<file path="src/sspc_pkg.sv">
// Constants, fields and types of the serial port enable and stop control
package sspc_pkg;
    // ==========================================================
    // Register byte offsets on the APB side
    localparam logic [7:0] A_CTRL = 8'h00;
    localparam logic [7:0] A_TXBUF = 8'h04;
    localparam logic [7:0] A_RXBUF = 8'h08;
    localparam logic [7:0] A_STAT = 8'h0C;
    localparam logic [7:0] A_ISTAT = 8'h10;
    localparam logic [7:0] A_IMASK = 8'h14;
    localparam logic [7:0] A_BAUD = 8'h18;
    localparam logic [7:0] A_GPIO = 8'h1C;
    localparam logic [7:0] A_PIN = 8'h20;
    // ==========================================================
    // Control register layout, bit 6 first
    typedef struct packed {
        logic tx_irq_sel;
        logic rdy_en;
        logic ext_clk;
        logic sync;
        logic rx_en;
        logic tx_en;
        logic chan_en;
    } sspc_ctrl_t;
    localparam int CTRL_W = 7;
    localparam logic [6:0] CTRL_RST = 7'h00;
    localparam int TX_EN_BIT = 1;
    localparam logic [7:0] BAUD_RST = 8'h0F;
    localparam logic [7:0] GPIO_RST = 8'h00;
    // ==========================================================
    // Interrupt bits and pin indexes
    localparam int I_TX = 0;
    localparam int I_RX = 1;
    localparam int I_OVR = 2;
    localparam int P_TXD = 0;
    localparam int P_RXD = 1;
    localparam int P_SCLK = 2;
    localparam int P_RDY = 3;
    // ==========================================================
    // Frame lengths and async sampling points in half bits
    localparam logic [3:0] TX_ASYNC_BITS = 4'hA;
    localparam logic [3:0] TX_SYNC_BITS = 4'h8;
    localparam logic [3:0] RX_SYNC_LAST = 4'h7;
    localparam logic [4:0] HC_START = 5'h01;
    localparam logic [4:0] HC_STOP = 5'h13;
    // ==========================================================
    // State machines and pin bundle
    typedef enum logic [1:0] {TX_IDLE = 2'b01, TX_SHIFT = 2'b10} sspc_tx_t;
    typedef enum logic [1:0] {RX_IDLE = 2'b01, RX_BUSY = 2'b10} sspc_rx_t;
    typedef struct packed {
        logic [3:0] oe;
        logic [3:0] o;
    } sspc_pins_t;
endpackage

</file>
<file path="src/sspc_top.sv">
// Serial channel with enable and stop control behind an APB slave
//
// Register access over APB and the register offsets were chosen for this implementation.
`timescale 1ns/1ps
module sspc_top (
    input wire logic pclk,
    input wire logic presetn,
    input wire logic [7:0] paddr,
    input wire logic psel,
    input wire logic penable,
    input wire logic pwrite,
    input wire logic [31:0] pwdata,
    output logic [31:0] prdata,
    output logic pready,
    output logic pslverr,
    input wire logic [3:0] pin_in,
    output logic [3:0] pin_out,
    output logic [3:0] pin_oe,
    output logic irq
);
    // ==========================================================
    // Declarations
    sspc_pkg::sspc_ctrl_t ctl_q, ctl_d;
    logic [7:0] baud_q, baud_d, txbuf_q, txbuf_d, rxbuf_q, rxbuf_d;
    logic [7:0] gpio_q, gpio_d;
    logic [2:0] ist_q, ist_d, imsk_q, imsk_d, iev;
    logic [31:0] prdata_q, prdata_d;
    logic pready_q, pready_d, pslverr_q, pslverr_d, irq_q, irq_d;
    logic [3:0] s1_q, s2_q;
    logic sclk_prev_q;
    logic [7:0] dcnt_q, dcnt_d;
    logic ph_q, ph_d, h;
    sspc_pkg::sspc_tx_t tst_q, tst_d;
    logic [9:0] tsr_q, tsr_d;
    logic [3:0] tcnt_q, tcnt_d;
    logic tbe_q, tbe_d, tsc_q, tsc_d, pend_q, pend_d, sclk_q, sclk_d;
    sspc_pkg::sspc_rx_t rst_q, rst_d;
    logic [7:0] rsr_q, rsr_d, rdiv_q, rdiv_d;
    logic [3:0] rcnt_q, rcnt_d;
    logic [4:0] rhc_q, rhc_d, hcn;
    logic rfull_q, rfull_d, rdone;
    sspc_pkg::sspc_pins_t pin_q, pin_d;
    logic [3:0] chan_o, chan_oe;
    logic setup, wr, rd, tx_run, rx_run, ext, fall_ev, rise_ev, tx_en_rise;

    // Exact offset match, shared by read and write decode
    function automatic logic hit(input logic [7:0] a, input logic [7:0] o);
        return a == o;
    endfunction

    // Any implemented register
    function automatic logic mapped(input logic [7:0] a);
        return hit(a, sspc_pkg::A_CTRL) | hit(a, sspc_pkg::A_TXBUF) |
            hit(a, sspc_pkg::A_RXBUF) | hit(a, sspc_pkg::A_STAT) |
            hit(a, sspc_pkg::A_ISTAT) | hit(a, sspc_pkg::A_IMASK) |
            hit(a, sspc_pkg::A_BAUD) | hit(a, sspc_pkg::A_GPIO) |
            hit(a, sspc_pkg::A_PIN);
    endfunction

    // ==========================================================
    // Shared strobes and mode terms
    assign setup = psel & ~penable;
    assign wr = psel & penable & pready_q & pwrite;
    assign rd = psel & penable & pready_q & ~pwrite;
    assign ext = ctl_q.sync & ctl_q.ext_clk;
    // Sync transmit clock also serves reception, so channel enable holds it
    assign tx_run = ctl_q.sync ? (ctl_q.tx_en | ctl_q.chan_en)
                               : ctl_q.tx_en;
    assign rx_run = ctl_q.sync ? (ctl_q.rx_en & ctl_q.chan_en)
                               : ctl_q.rx_en;
    // One clock for both directions: fall shifts out, rise samples in
    assign fall_ev = ext ? (sclk_prev_q & ~s2_q[sspc_pkg::P_SCLK])
                         : (h & ph_q);
    assign rise_ev = ext ? (~sclk_prev_q & s2_q[sspc_pkg::P_SCLK])
                         : (h & ~ph_q);
    assign tx_en_rise = wr & hit(paddr, sspc_pkg::A_CTRL) &
                        pwdata[sspc_pkg::TX_EN_BIT] & ~ctl_q.tx_en;

    // ==========================================================
    // Pin input synchroniser, second stage alone feeds logic
    always_ff @(posedge pclk or negedge presetn) begin
        if (!presetn) begin
            s1_q <= 4'hF;
            s2_q <= 4'hF;
            sclk_prev_q <= 1'b1;
        end else begin
            s1_q <= pin_in;
            s2_q <= s1_q;
            sclk_prev_q <= s2_q[sspc_pkg::P_SCLK];
        end
    end

    // ==========================================================
    // APB registers; set of a status flag wins over its clear
    always_comb begin
        ctl_d = ctl_q;
        baud_d = baud_q;
        gpio_d = gpio_q;
        imsk_d = imsk_q;
        ist_d = ist_q;
        prdata_d = prdata_q;
        pready_d = setup;
        pslverr_d = setup & ~mapped(paddr);
        if (setup) begin
            prdata_d = 32'h0000_0000;
            if (hit(paddr, sspc_pkg::A_CTRL))
                prdata_d[6:0] = ctl_q;
            if (hit(paddr, sspc_pkg::A_RXBUF))
                prdata_d[7:0] = rxbuf_q;
            if (hit(paddr, sspc_pkg::A_STAT))
                prdata_d[4:0] = {rst_q == sspc_pkg::RX_BUSY,
                    tst_q == sspc_pkg::TX_SHIFT, rfull_q, tsc_q, tbe_q};
            if (hit(paddr, sspc_pkg::A_ISTAT))
                prdata_d[2:0] = ist_q;
            if (hit(paddr, sspc_pkg::A_IMASK))
                prdata_d[2:0] = imsk_q;
            if (hit(paddr, sspc_pkg::A_BAUD))
                prdata_d[7:0] = baud_q;
            if (hit(paddr, sspc_pkg::A_GPIO))
                prdata_d[7:0] = gpio_q;
            if (hit(paddr, sspc_pkg::A_PIN))
                prdata_d[3:0] = s2_q;
        end
        if (wr) begin
            if (hit(paddr, sspc_pkg::A_CTRL))
                ctl_d = pwdata[6:0];
            if (hit(paddr, sspc_pkg::A_BAUD))
                baud_d = pwdata[7:0];
            if (hit(paddr, sspc_pkg::A_GPIO))
                gpio_d = pwdata[7:0];
            if (hit(paddr, sspc_pkg::A_IMASK))
                imsk_d = pwdata[2:0];
            if (hit(paddr, sspc_pkg::A_ISTAT))
                ist_d = ist_q & ~pwdata[2:0];
        end
        ist_d = ist_d | iev;
        irq_d = |(ist_q & imsk_q);
    end

    // Register stage for bus and configuration state
    always_ff @(posedge pclk or negedge presetn) begin
        if (!presetn) begin
            ctl_q <= sspc_pkg::CTRL_RST;
            baud_q <= sspc_pkg::BAUD_RST;
            gpio_q <= sspc_pkg::GPIO_RST;
            imsk_q <= 3'h0;
            ist_q <= 3'h0;
            prdata_q <= 32'h0000_0000;
            pready_q <= 1'b0;
            pslverr_q <= 1'b0;
            irq_q <= 1'b0;
        end else begin
            ctl_q <= ctl_d;
            baud_q <= baud_d;
            gpio_q <= gpio_d;
            imsk_q <= imsk_d;
            ist_q <= ist_d;
            prdata_q <= prdata_d;
            pready_q <= pready_d;
            pslverr_q <= pslverr_d;
            irq_q <= irq_d;
        end
    end

    // ==========================================================
    // Half-bit divider; idle and cleared while transmitter is stopped
    assign h = tx_run & (dcnt_q == baud_q);
    always_comb begin
        dcnt_d = 8'h00;
        ph_d = 1'b0;
        if (tx_run) begin
            dcnt_d = h ? 8'h00 : dcnt_q + 8'h01;
            ph_d = h ? ~ph_q : ph_q;
        end
    end

    // Divider registers
    always_ff @(posedge pclk or negedge presetn) begin
        if (!presetn) begin
            dcnt_q <= 8'h00;
            ph_q <= 1'b0;
        end else begin
            dcnt_q <= dcnt_d;
            ph_q <= ph_d;
        end
    end

    // ==========================================================
    // Transmitter; shifts on transmit enable without channel enable, pins decide
    always_comb begin
        tst_d = tst_q;
        tsr_d = tsr_q;
        tcnt_d = tcnt_q;
        tbe_d = tbe_q;
        tsc_d = tsc_q;
        pend_d = pend_q;
        sclk_d = sclk_q;
        txbuf_d = txbuf_q;
        if (!tx_run) begin
            tst_d = sspc_pkg::TX_IDLE;
            tsr_d = 10'h3FF;
            pend_d = 1'b0;
            sclk_d = 1'b1;
        end else begin
            if (rise_ev) begin
                sclk_d = 1'b1;
                if (pend_q) begin
                    tsc_d = 1'b0;
                    pend_d = 1'b0;
                end
            end
            if (fall_ev) begin
                if (tst_q == sspc_pkg::TX_SHIFT && tcnt_q != 4'h1) begin
                    tsr_d = {1'b1, tsr_q[9:1]};
                    tcnt_d = tcnt_q - 4'h1;
                    sclk_d = ~ctl_q.sync;
                end else if (!tbe_q) begin
                    // Load on empty shifter, channel enable not needed
                    tst_d = sspc_pkg::TX_SHIFT;
                    tsr_d = ctl_q.sync ? {2'b11, txbuf_q}
                                       : {1'b1, txbuf_q, 1'b0};
                    tcnt_d = ctl_q.sync ? sspc_pkg::TX_SYNC_BITS
                                        : sspc_pkg::TX_ASYNC_BITS;
                    tbe_d = 1'b1;
                    pend_d = 1'b1;
                    sclk_d = ~ctl_q.sync;
                end else begin
                    tst_d = sspc_pkg::TX_IDLE;
                    tsr_d = 10'h3FF;
                    tsc_d = 1'b1;
                end
            end
        end
        if (wr && hit(paddr, sspc_pkg::A_TXBUF)) begin
            txbuf_d = pwdata[7:0];
            tbe_d = 1'b0;
        end
        if (tx_en_rise) begin
            tbe_d = 1'b1;
            tsc_d = 1'b1;
        end
    end

    // Transmit interrupt from the selected flag, forced by enable
    always_comb begin
        iev = 3'h0;
        iev[sspc_pkg::I_TX] = tx_en_rise | (ctl_q.tx_irq_sel ?
            (tsc_d & ~tsc_q) : (tbe_d & ~tbe_q));
        iev[sspc_pkg::I_RX] = rdone;
        iev[sspc_pkg::I_OVR] = rdone & rfull_q;
    end

    // Transmitter registers
    always_ff @(posedge pclk or negedge presetn) begin
        if (!presetn) begin
            tst_q <= sspc_pkg::TX_IDLE;
            tsr_q <= 10'h3FF;
            tcnt_q <= 4'h0;
            tbe_q <= 1'b1;
            tsc_q <= 1'b1;
            pend_q <= 1'b0;
            sclk_q <= 1'b1;
            txbuf_q <= 8'h00;
        end else begin
            tst_q <= tst_d;
            tsr_q <= tsr_d;
            tcnt_q <= tcnt_d;
            tbe_q <= tbe_d;
            tsc_q <= tsc_d;
            pend_q <= pend_d;
            sclk_q <= sclk_d;
            txbuf_q <= txbuf_d;
        end
    end

    // ==========================================================
    // Receiver: sync samples on the shared clock, async on own timer
    assign hcn = rhc_q + 5'h01;
    always_comb begin
        rst_d = rst_q;
        rsr_d = rsr_q;
        rcnt_d = rcnt_q;
        rdiv_d = rdiv_q;
        rhc_d = rhc_q;
        rxbuf_d = rxbuf_q;
        rdone = 1'b0;
        if (!rx_run) begin
            rst_d = sspc_pkg::RX_IDLE;
            rcnt_d = 4'h0;
        end else if (ctl_q.sync) begin
            rst_d = sspc_pkg::RX_IDLE;
            // Sampling rides the transmit clock of the same frame
            if (rise_ev && tst_q == sspc_pkg::TX_SHIFT) begin
                rsr_d = {s2_q[sspc_pkg::P_RXD], rsr_q[7:1]};
                rcnt_d = rcnt_q + 4'h1;
                if (rcnt_q == sspc_pkg::RX_SYNC_LAST) begin
                    rcnt_d = 4'h0;
                    rxbuf_d = rsr_d;
                    rdone = 1'b1;
                end
            end
        end else begin
            case (rst_q)
                sspc_pkg::RX_IDLE: begin
                    if (!s2_q[sspc_pkg::P_RXD]) begin
                        rst_d = sspc_pkg::RX_BUSY;
                        rdiv_d = 8'h00;
                        rhc_d = 5'h00;
                    end
                end
                sspc_pkg::RX_BUSY: begin
                    rdiv_d = rdiv_q + 8'h01;
                    if (rdiv_q == baud_q) begin
                        rdiv_d = 8'h00;
                        rhc_d = hcn;
                        if (hcn == sspc_pkg::HC_START) begin
                            if (s2_q[sspc_pkg::P_RXD])
                                rst_d = sspc_pkg::RX_IDLE;
                        end else if (hcn == sspc_pkg::HC_STOP) begin
                            rst_d = sspc_pkg::RX_IDLE;
                            rxbuf_d = rsr_q;
                            rdone = 1'b1;
                        end else if (hcn[0]) begin
                            rsr_d = {s2_q[sspc_pkg::P_RXD], rsr_q[7:1]};
                        end
                    end
                end
                default: rst_d = sspc_pkg::RX_IDLE;
            endcase
        end
        // A new byte wins over a read in the same cycle
        rfull_d = (rfull_q & ~(rd & hit(paddr, sspc_pkg::A_RXBUF))) | rdone;
    end

    // Receiver registers
    always_ff @(posedge pclk or negedge presetn) begin
        if (!presetn) begin
            rst_q <= sspc_pkg::RX_IDLE;
            rsr_q <= 8'h00;
            rcnt_q <= 4'h0;
            rdiv_q <= 8'h00;
            rhc_q <= 5'h00;
            rxbuf_q <= 8'h00;
            rfull_q <= 1'b0;
        end else begin
            rst_q <= rst_d;
            rsr_q <= rsr_d;
            rcnt_q <= rcnt_d;
            rdiv_q <= rdiv_d;
            rhc_q <= rhc_d;
            rxbuf_q <= rxbuf_d;
            rfull_q <= rfull_d;
        end
    end

    // ==========================================================
    // Pin ownership; shift register output is live on channel enable
    always_comb begin
        chan_o = 4'h0;
        chan_oe = 4'h0;
        chan_o[sspc_pkg::P_TXD] = tsr_q[0];
        chan_oe[sspc_pkg::P_TXD] = 1'b1;
        chan_o[sspc_pkg::P_SCLK] = sclk_q;
        chan_oe[sspc_pkg::P_SCLK] = ctl_q.sync & ~ctl_q.ext_clk;
        // Ready is low-active and needs the transmit side enabled too
        chan_o[sspc_pkg::P_RDY] = rfull_q;
        chan_oe[sspc_pkg::P_RDY] = ctl_q.sync & ctl_q.rdy_en &
            ctl_q.rx_en & ctl_q.tx_en;
    end

    // Per-pin select between serial function and general port
    genvar gi;
    generate
        for (gi = 0; gi < 4; gi++) begin : g_pin
            assign pin_d.o[gi] = ctl_q.chan_en ? chan_o[gi]
                                               : gpio_q[gi];
            assign pin_d.oe[gi] = ctl_q.chan_en ? chan_oe[gi]
                                                : gpio_q[gi + 4];
        end
    endgenerate

    // Pin output registers
    always_ff @(posedge pclk or negedge presetn) begin
        if (!presetn)
            pin_q <= '0;
        else
            pin_q <= pin_d;
    end

    assign prdata = prdata_q;
    assign pready = pready_q;
    assign pslverr = pslverr_q;
    assign pin_out = pin_q.o;
    assign pin_oe = pin_q.oe;
    assign irq = irq_q;
endmodule

</file>
<file path="config.mk">
export PLATFORM = sky130hd
export DESIGN_NAME = sspc_top
export DESIGN_NICKNAME = d
export VERILOG_FILES = /design/src/sspc_pkg.sv /design/src/sspc_top.sv
export SDC_FILE = /design/constraint.sdc
export NUM_CORES = 1
export LEC_CHECK = 0
export ABC_AREA = 1
export BUFFER_PORTS_ARGS = -buffer_cell sky130_fd_sc_hd__buf_2
export CAP_MARGIN = 5
export CORE_ASPECT_RATIO = 2
export CORE_MARGIN = 2
export CORE_UTILIZATION = 45
export CTS_BUF_LIST = sky130_fd_sc_hd__clkbuf_4
export DETAILED_ROUTE_END_ITERATION = 8
export GPL_TIMING_DRIVEN = 0
export SYNTH_ARGS = -nofsm -noshare
export SYNTH_HDL_FRONTEND = slang
export SYNTH_SLANG_ARGS = --single-unit
</file>
<file path="constraint.sdc">
create_clock -name pclk -period 3.5 [get_ports pclk]
set_clock_uncertainty 0.1 [all_clocks]
set_input_delay 0.7 -clock pclk [delete_from_list [all_inputs] [get_ports pclk]]
set_output_delay 0.7 -clock pclk [all_outputs]
set_load 0.1 [all_outputs]
</file>
==> results of run 1 <==
path summary, 6_finish.rpt:
kind                                          endpoint
worst max-delay path              rsr_q[6]$_DFFE_PN0P_
worst min-delay path                 s1_q[2]$_DFF_PN1_
worst max register to register    rsr_q[6]$_DFFE_PN0P_
worst min register to register       s2_q[3]$_DFF_PN1_
max in group asynchronous            s2_q[3]$_DFF_PN1_
min in group asynchronous       txbuf_q[5]$_DFFE_PN0P_
power breakdown:
group          total [uW]  internal, uW  switching, uW
clock network         968           358            610
logic                 832           229            604
registers            1750          1630            112
total                3550          2220           1320
cells in the final DEF (no fill, tap or decap), types with 14 or more instances in the layout:
cell type	instances
a21oi_1	19
inv_1	91
inv_2	14
dfrtp_1	102
clkbuf_4	17
nor2_1	60
nand2_1	247
buf_2	46
buf_4	27
nand3_1	34
nand4_1	27
o21ai_0	61
conb_1	24
dfstp_2	27
per-stage QoR:
stage | instance area, sq um | setup TNS, ps
6_report | 7480 | 0
3_5_place_dp | 7210 | 0
5_1_grt | 7480 | 0
3_3_place_gp | 7170 | -2570
4_1_cts | 7480 | 0
2_1_floorplan | 6720 | 0
layout make-up:
cell class / instances / area, sq um
antenna: 1 / 2.50
inverter: 107 / 402
tap: 192 / 240
sequential: 129 / 3260
timing repair buffer: 45 / 259
multi-input combinational: 567 / 2800
fill: 1414 / 6870
buffer: 37 / 253
clock inverter: 15 / 136
clock buffer: 17 / 128
sequential cells by signal (all words and copies together) (netlist names), 5 cells and up:
register and cells:
prdata 8, rhc_q 5, txbuf_q 8, gpio_q 8, rdiv_q 8, ctl_q 7, baud_q 8, tsr_q 9
dcnt_q 8, rsr_q 8, rxbuf_q 8
worst max-delay path, stage by stage, from the launching register on:
cell     delay (ps)
dfrtp_1         460
ha_1            250
nand3_1          90
xor2_1          220
inv_1            80
nand3_2         110
nand2_1          70
o21ai_2         410
nand3_4         180
nand2_1          90
nand2_1          50
repair_timing:
| action | 4_1_cts | 5_1_grt |
|---|---|---|
| resized for setup | 0 | 0 |
| endpoints found under the hold margin | 36 | 0 |
| hold buffers | 1 | 0 |
cell families (layout without fill, tap and decap cells):
kind of cell               count (synthesis)  in the layout  synth area share [%]
DFF                                      129            129                  49.2
buffers and inverters                    144            221                  9.87
xor gates and xnor gates                  11             11                  1.45
adders and majority gates                  8              8                  1.51
and+or+nand+nor                          400            400                  26.8
other                                      1             25                0.0565
AOI/OAI and AO/OA                        124            124                  11.1
per-layer routing:
| metal | vias to the layer above | part of all wire [%] |
|---|---|---|
| li1 | 2772 | - |
| met1 | 2739 | 36 |
| met2 | 163 | 55 |
| met3 | 54 | 3.4 |
| met4 | 0 | 5.9 |
| met5 | - | 0 |
==> metrics, run 1 <==
run status completed; busiest metal layer after global routing met2; clock root buffer clkbuf_4; fin cells 1110; final setup violation count 0; cell taking the most area after synthesis dfrtp_1; met2 usage a little over two fifths; GRT Total Usage 22.8%; CTS tree yes; Final ANT Viol Nets 0; Die Footprint 0.0158 sq mm; Die Y 176 um; DR vias/cell between 5 and 6; Util after Layout about 52%; Worst setup EP type flip-flop; Core ar. 0.0144 sq mm; pre-CTS setup slack 892 ps; worst-path fanout max 9; layout cell share with drive strength beyond 1 between 10% and 20%; Fmax achieved between 400 and 500 MHz; clk sinks 129; reg-to-reg slack, setup about 1300 ps; Post-synth EDFFs 0; final WL 17400 um; relative slew slack a little over 40%; CTS clk-pin slew, worst paths 120 ps; Mapped Cells 817; htree depth 4; number of nets in the layout 961; RePlAce Congestion 0.921; cell row count 62; DP Cell Count 1076; Yosys top cell area share 38.5%; sequential share of the synthesized area 49.2%; Worst-Skew Late Latency 550 ps; Slew @ Worst Pin 878 ps; Num CTS Buffers 17; most common cell in the netlist nand2_1; port bufs 43; hold slack 132 ps; ys async rst share 100%; average wire per standard cell 15.7 um; Synth top cells by count nand2_1, dfrtp_1, inv_1; LEAKAGE between 0.003 and 0.004 uW; Max Cap Viol 0; WHS Path Cells 1; critical setup path kind flip-flop to flip-flop; top cells by area, synth dfrtp_1, nand2_1, dfstp_2, inv_1, o21ai_0; RSZ-0062 raised after global routing no; initial drt markers 383; synth warn 0; Die X 89.8 um; Seq cells post-synth around 130; DR vias 5728; post-DP HPWL roughly 13000 um; drt first pass iters 5; CP startpoint rhc_q[0]$_DFFE_PN0P_; grt met1 use 23.1%; first-pass GRT wire length 28000 um; period utilization a little over three fifths; syn avg cell area 8.12 sq um; final worst slack around 1300 ps; initial core utilization 46.2%; IO Pins 92; Area Growth Syn to Fin 12.8%; largest net degree at the start of global routing slightly below 80; Worst setup SP type flip-flop; drt drc 0; hold path startpoint pin_in[2]; Post-CTS Setup Repair Bufs 0; met3 usage 3.86%; Cell variety after synth 50; antenna violations before repair 1; Hold Vio Cnt, Final 0; ys flop type dfrtp_1; Power Density 474 mW/mm^2; Pins Over Slew Limit 0; Critical Path RT a little under 4000 ps; Tmin final 2200 ps; worst hold path type input port to flip-flop; Overall Power 3550 uW; mapped cell area 0.00663 sq mm; Overflow after GRT 0; vias in the first global route around 5700; Critical Path AT 2550 ps; maximum root-to-sink buffer count 2; R2R depth 10; RR Startpoint rhc_q[0]$_DFFE_PN0P_; Worst IR Drop VDD between 200 and 300 uV
No activity file was read; power rests on OpenSTA's default activity.
==> inputs of run 2 (changes only) <==
==> constraint.sdc (replaced) <==
create_clock -name pclk -period 2.09 [get_ports pclk]
set_clock_uncertainty 0.1 [all_clocks]
set_input_delay 0.418 -clock pclk [delete_from_list [all_inputs] [get_ports pclk]]
set_output_delay 0.418 -clock pclk [all_outputs]
set_load 0.1 [all_outputs]
==> run 2 against run 1 <==
  * Core utilization grew 2.9 points
  * Critical endpoint unchanged
  * Combinational power grew 100%
  * The run now ends with setup timing left
  * Highest routed layer unchanged
  * Total power up 76%
  * Largest cell class unchanged
  * Sequential power up 67%
  * Largest power group unchanged
==> metrics, run 2 (same netlist as run 1, synthesis figures left out) <==
largest net degree at the start of global routing 79; CP dominant cell by count nand2_1; cell row count between 60 and 70; Num CTS Buffers 17; run status finished with violations; Critical Path RT 2450 ps; Tmin final 2090 ps; met3 usage 3.95%; Die X 89.8 um; final WL 18000 um; P_sw 2330 uW; most frequent cells in the layout nand2_1, dfrtp_1, inv_1, o21ai_0, nor2_1; Area Growth Syn to Fin 19.2%; GRT Total Usage 23.1%; DR vias/cell between 5 and 6; reg2reg end rsr_q[6]$_DFFE_PN0P_; DR vias roughly 5900; Worst IR Drop VDD 450 uV; RSZ-0062 raised after global routing yes; Core ar. 0.0144 sq mm; Pins Over Slew Limit 0; Util after Layout between 50% and 60%; Max Cap Viol 0; worst hold path type input port to flip-flop; Slew @ Worst Pin 892 ps; maximum root-to-sink buffer count 2; sw frac a little under two fifths; Most flops, register tsr_q; antenna violations before repair 1; first-pass GRT wire length 28400 um; worst-path fanout max 9; busiest metal layer after global routing met2; most common cell after layout, fill and taps aside nand2_1; hold path startpoint pwdata[6]; Die Y about 180 um; Power Density 788 mW/mm^2; initial core utilization between 40% and 50%; Crit path largest cell delay 460 ps; clock power share 26.2%; Worst-Skew Late Latency about 560 ps; Final ANT Viol Nets 0; RePlAce Congestion 0.921; IO Pins 92; number of nets in the layout between 900 and 1000; reg-to-reg slack, setup -2 ps; period utilization 100%; WHS Path Cells 3; LEAKAGE 0.00377 uW; Die Footprint 0.0158 sq mm; average wire per standard cell 15.8 um; drt first pass iters 6; slowest CP cell dfrtp_1; final instance area about 0.0079 sq mm; RR Startpoint rhc_q[1]$_DFFE_PN0P_; cells along the critical path ha_2 > nand3_1 > xor2_1 > inv_1 > nand3_2 > nand2_1 > o21ai_4 > buf_12 > nand3_4 > nand2_1 > nand2_1; clock root buffer clkbuf_4; final setup violation count 1; Fmax achieved 478 MHz; DP Area a little over 0.007 sq mm; Hold Vio Cnt, Final 0; drt drc 0; layout cell share with drive strength beyond 1 between 20% and 30%; port bufs 43; Reg power frac 47.1%; Overflow after GRT 0; violated checks setup timing; critical setup path kind flip-flop to flip-flop; relative slew slack 40.0%; vias in the first global route 5798; Worst setup EP type flip-flop; post-DP HPWL roughly 13000 um; initial drt markers about 370; final worst slack -1.55 ps; max reg flops 9; R2R depth 11; CTS clk-pin slew, worst paths 120 ps; Worst Hold End ctl_q[6]$_DFFE_PN0P_; CTS tree yes; Critical Path AT 2450 ps; Worst setup SP type flip-flop; met2 usage approximately 44%; clk sinks 129; combinational share of power 26.7%; grt met1 use 23.3%; internal power between 3000 and 4000 uW; htree depth 4
[run 2: repair_timing]
action,4_1_cts,5_1_grt
hold buffers,10,0
buffers inserted,9,13
gates resized for setup,9,25
gates cloned,0,2
endpoints found under the setup margin,25,53
endpoints found under the hold margin,45,0
pin swaps,7,14
[run 2: cell type report]
type,count,area [sq um]
Clock inverter,15,136
Inverter,107,402
Clock buffer,17,128
Fill cell,1376,6450
Tap cell,192,240
Timing Repair Buffer,77,552
Multi-Input combinational cell,568,2920
Buffer,37,260
Sequential cell,129,3260
Antenna cell,1,2.50
[run 2: how the worst max path moves through the flow]
stage / start / endpoint / slack, ps
after CTS: baud_q[0]$_DFFE_PN1P_ / rsr_q[6]$_DFFE_PN0P_ / -4
after detailed placement: paddr[1] / ctl_q[1]$_DFFE_PN0P_ / -240
after floorplan: pready$_DFF_PN0_ / txbuf_q[5]$_DFFE_PN0P_ / 5
after global placement: presetn / rsr_q[0]$_DFFE_PN0P_ / -1170
final: rhc_q[1]$_DFFE_PN0P_ / rsr_q[6]$_DFFE_PN0P_ / -2
after global routing: baud_q[0]$_DFFE_PN1P_ / rsr_q[7]$_DFFE_PN0P_ / -140
[run 2: per-layer routing]
layer | share of wire (%) | up-vias
met3 | 3.6 | 47
met1 | 36 | 2843
li1 | - | 2837
met5 | 0 | -
met2 | 56 | 155
met4 | 4.7 | 0
[run 2: stage by stage]
stage	power (uW)	TNS [ps]	worst slack (ps)	hold slack (ps)	cells
after floorplan	3980	0	5.21	22.4	840
after global placement	4300	-132870	-1170	246	1075
after detailed placement	4360	-5270	-236	247	1076
after CTS	6150	-4.85	-4.21	10.3	1127
after global routing	6550	-2270	-144	53.2	1143
final	6220	-1.55	-1.55	37.1	1143
[run 2: power groups by stage]
stage / combinational, uW / sequential, uW / clock, uW
5_1_grt: 1840 / 2960 / 1760
3_5_place_dp: 1390 / 2970 / 0
4_1_cts: 1550 / 2920 / 1680
6_report: 1660 / 2930 / 1630
3_3_place_gp: 1350 / 2950 / 0
2_1_floorplan: 988 / 3000 / 0
[run 2: critical path, delay by kind of cell, from the launching register on]
kind / cells / cell delay (ps)
adder cells (fa/ha/maj): 1 / 220
AND/OR/NAND/NOR: 6 / 570
XOR/XNOR: 1 / 230
AO/OA/AOI/OAI: 1 / 180
buffers and inverters: 2 / 220
flip-flops: 1 / 460
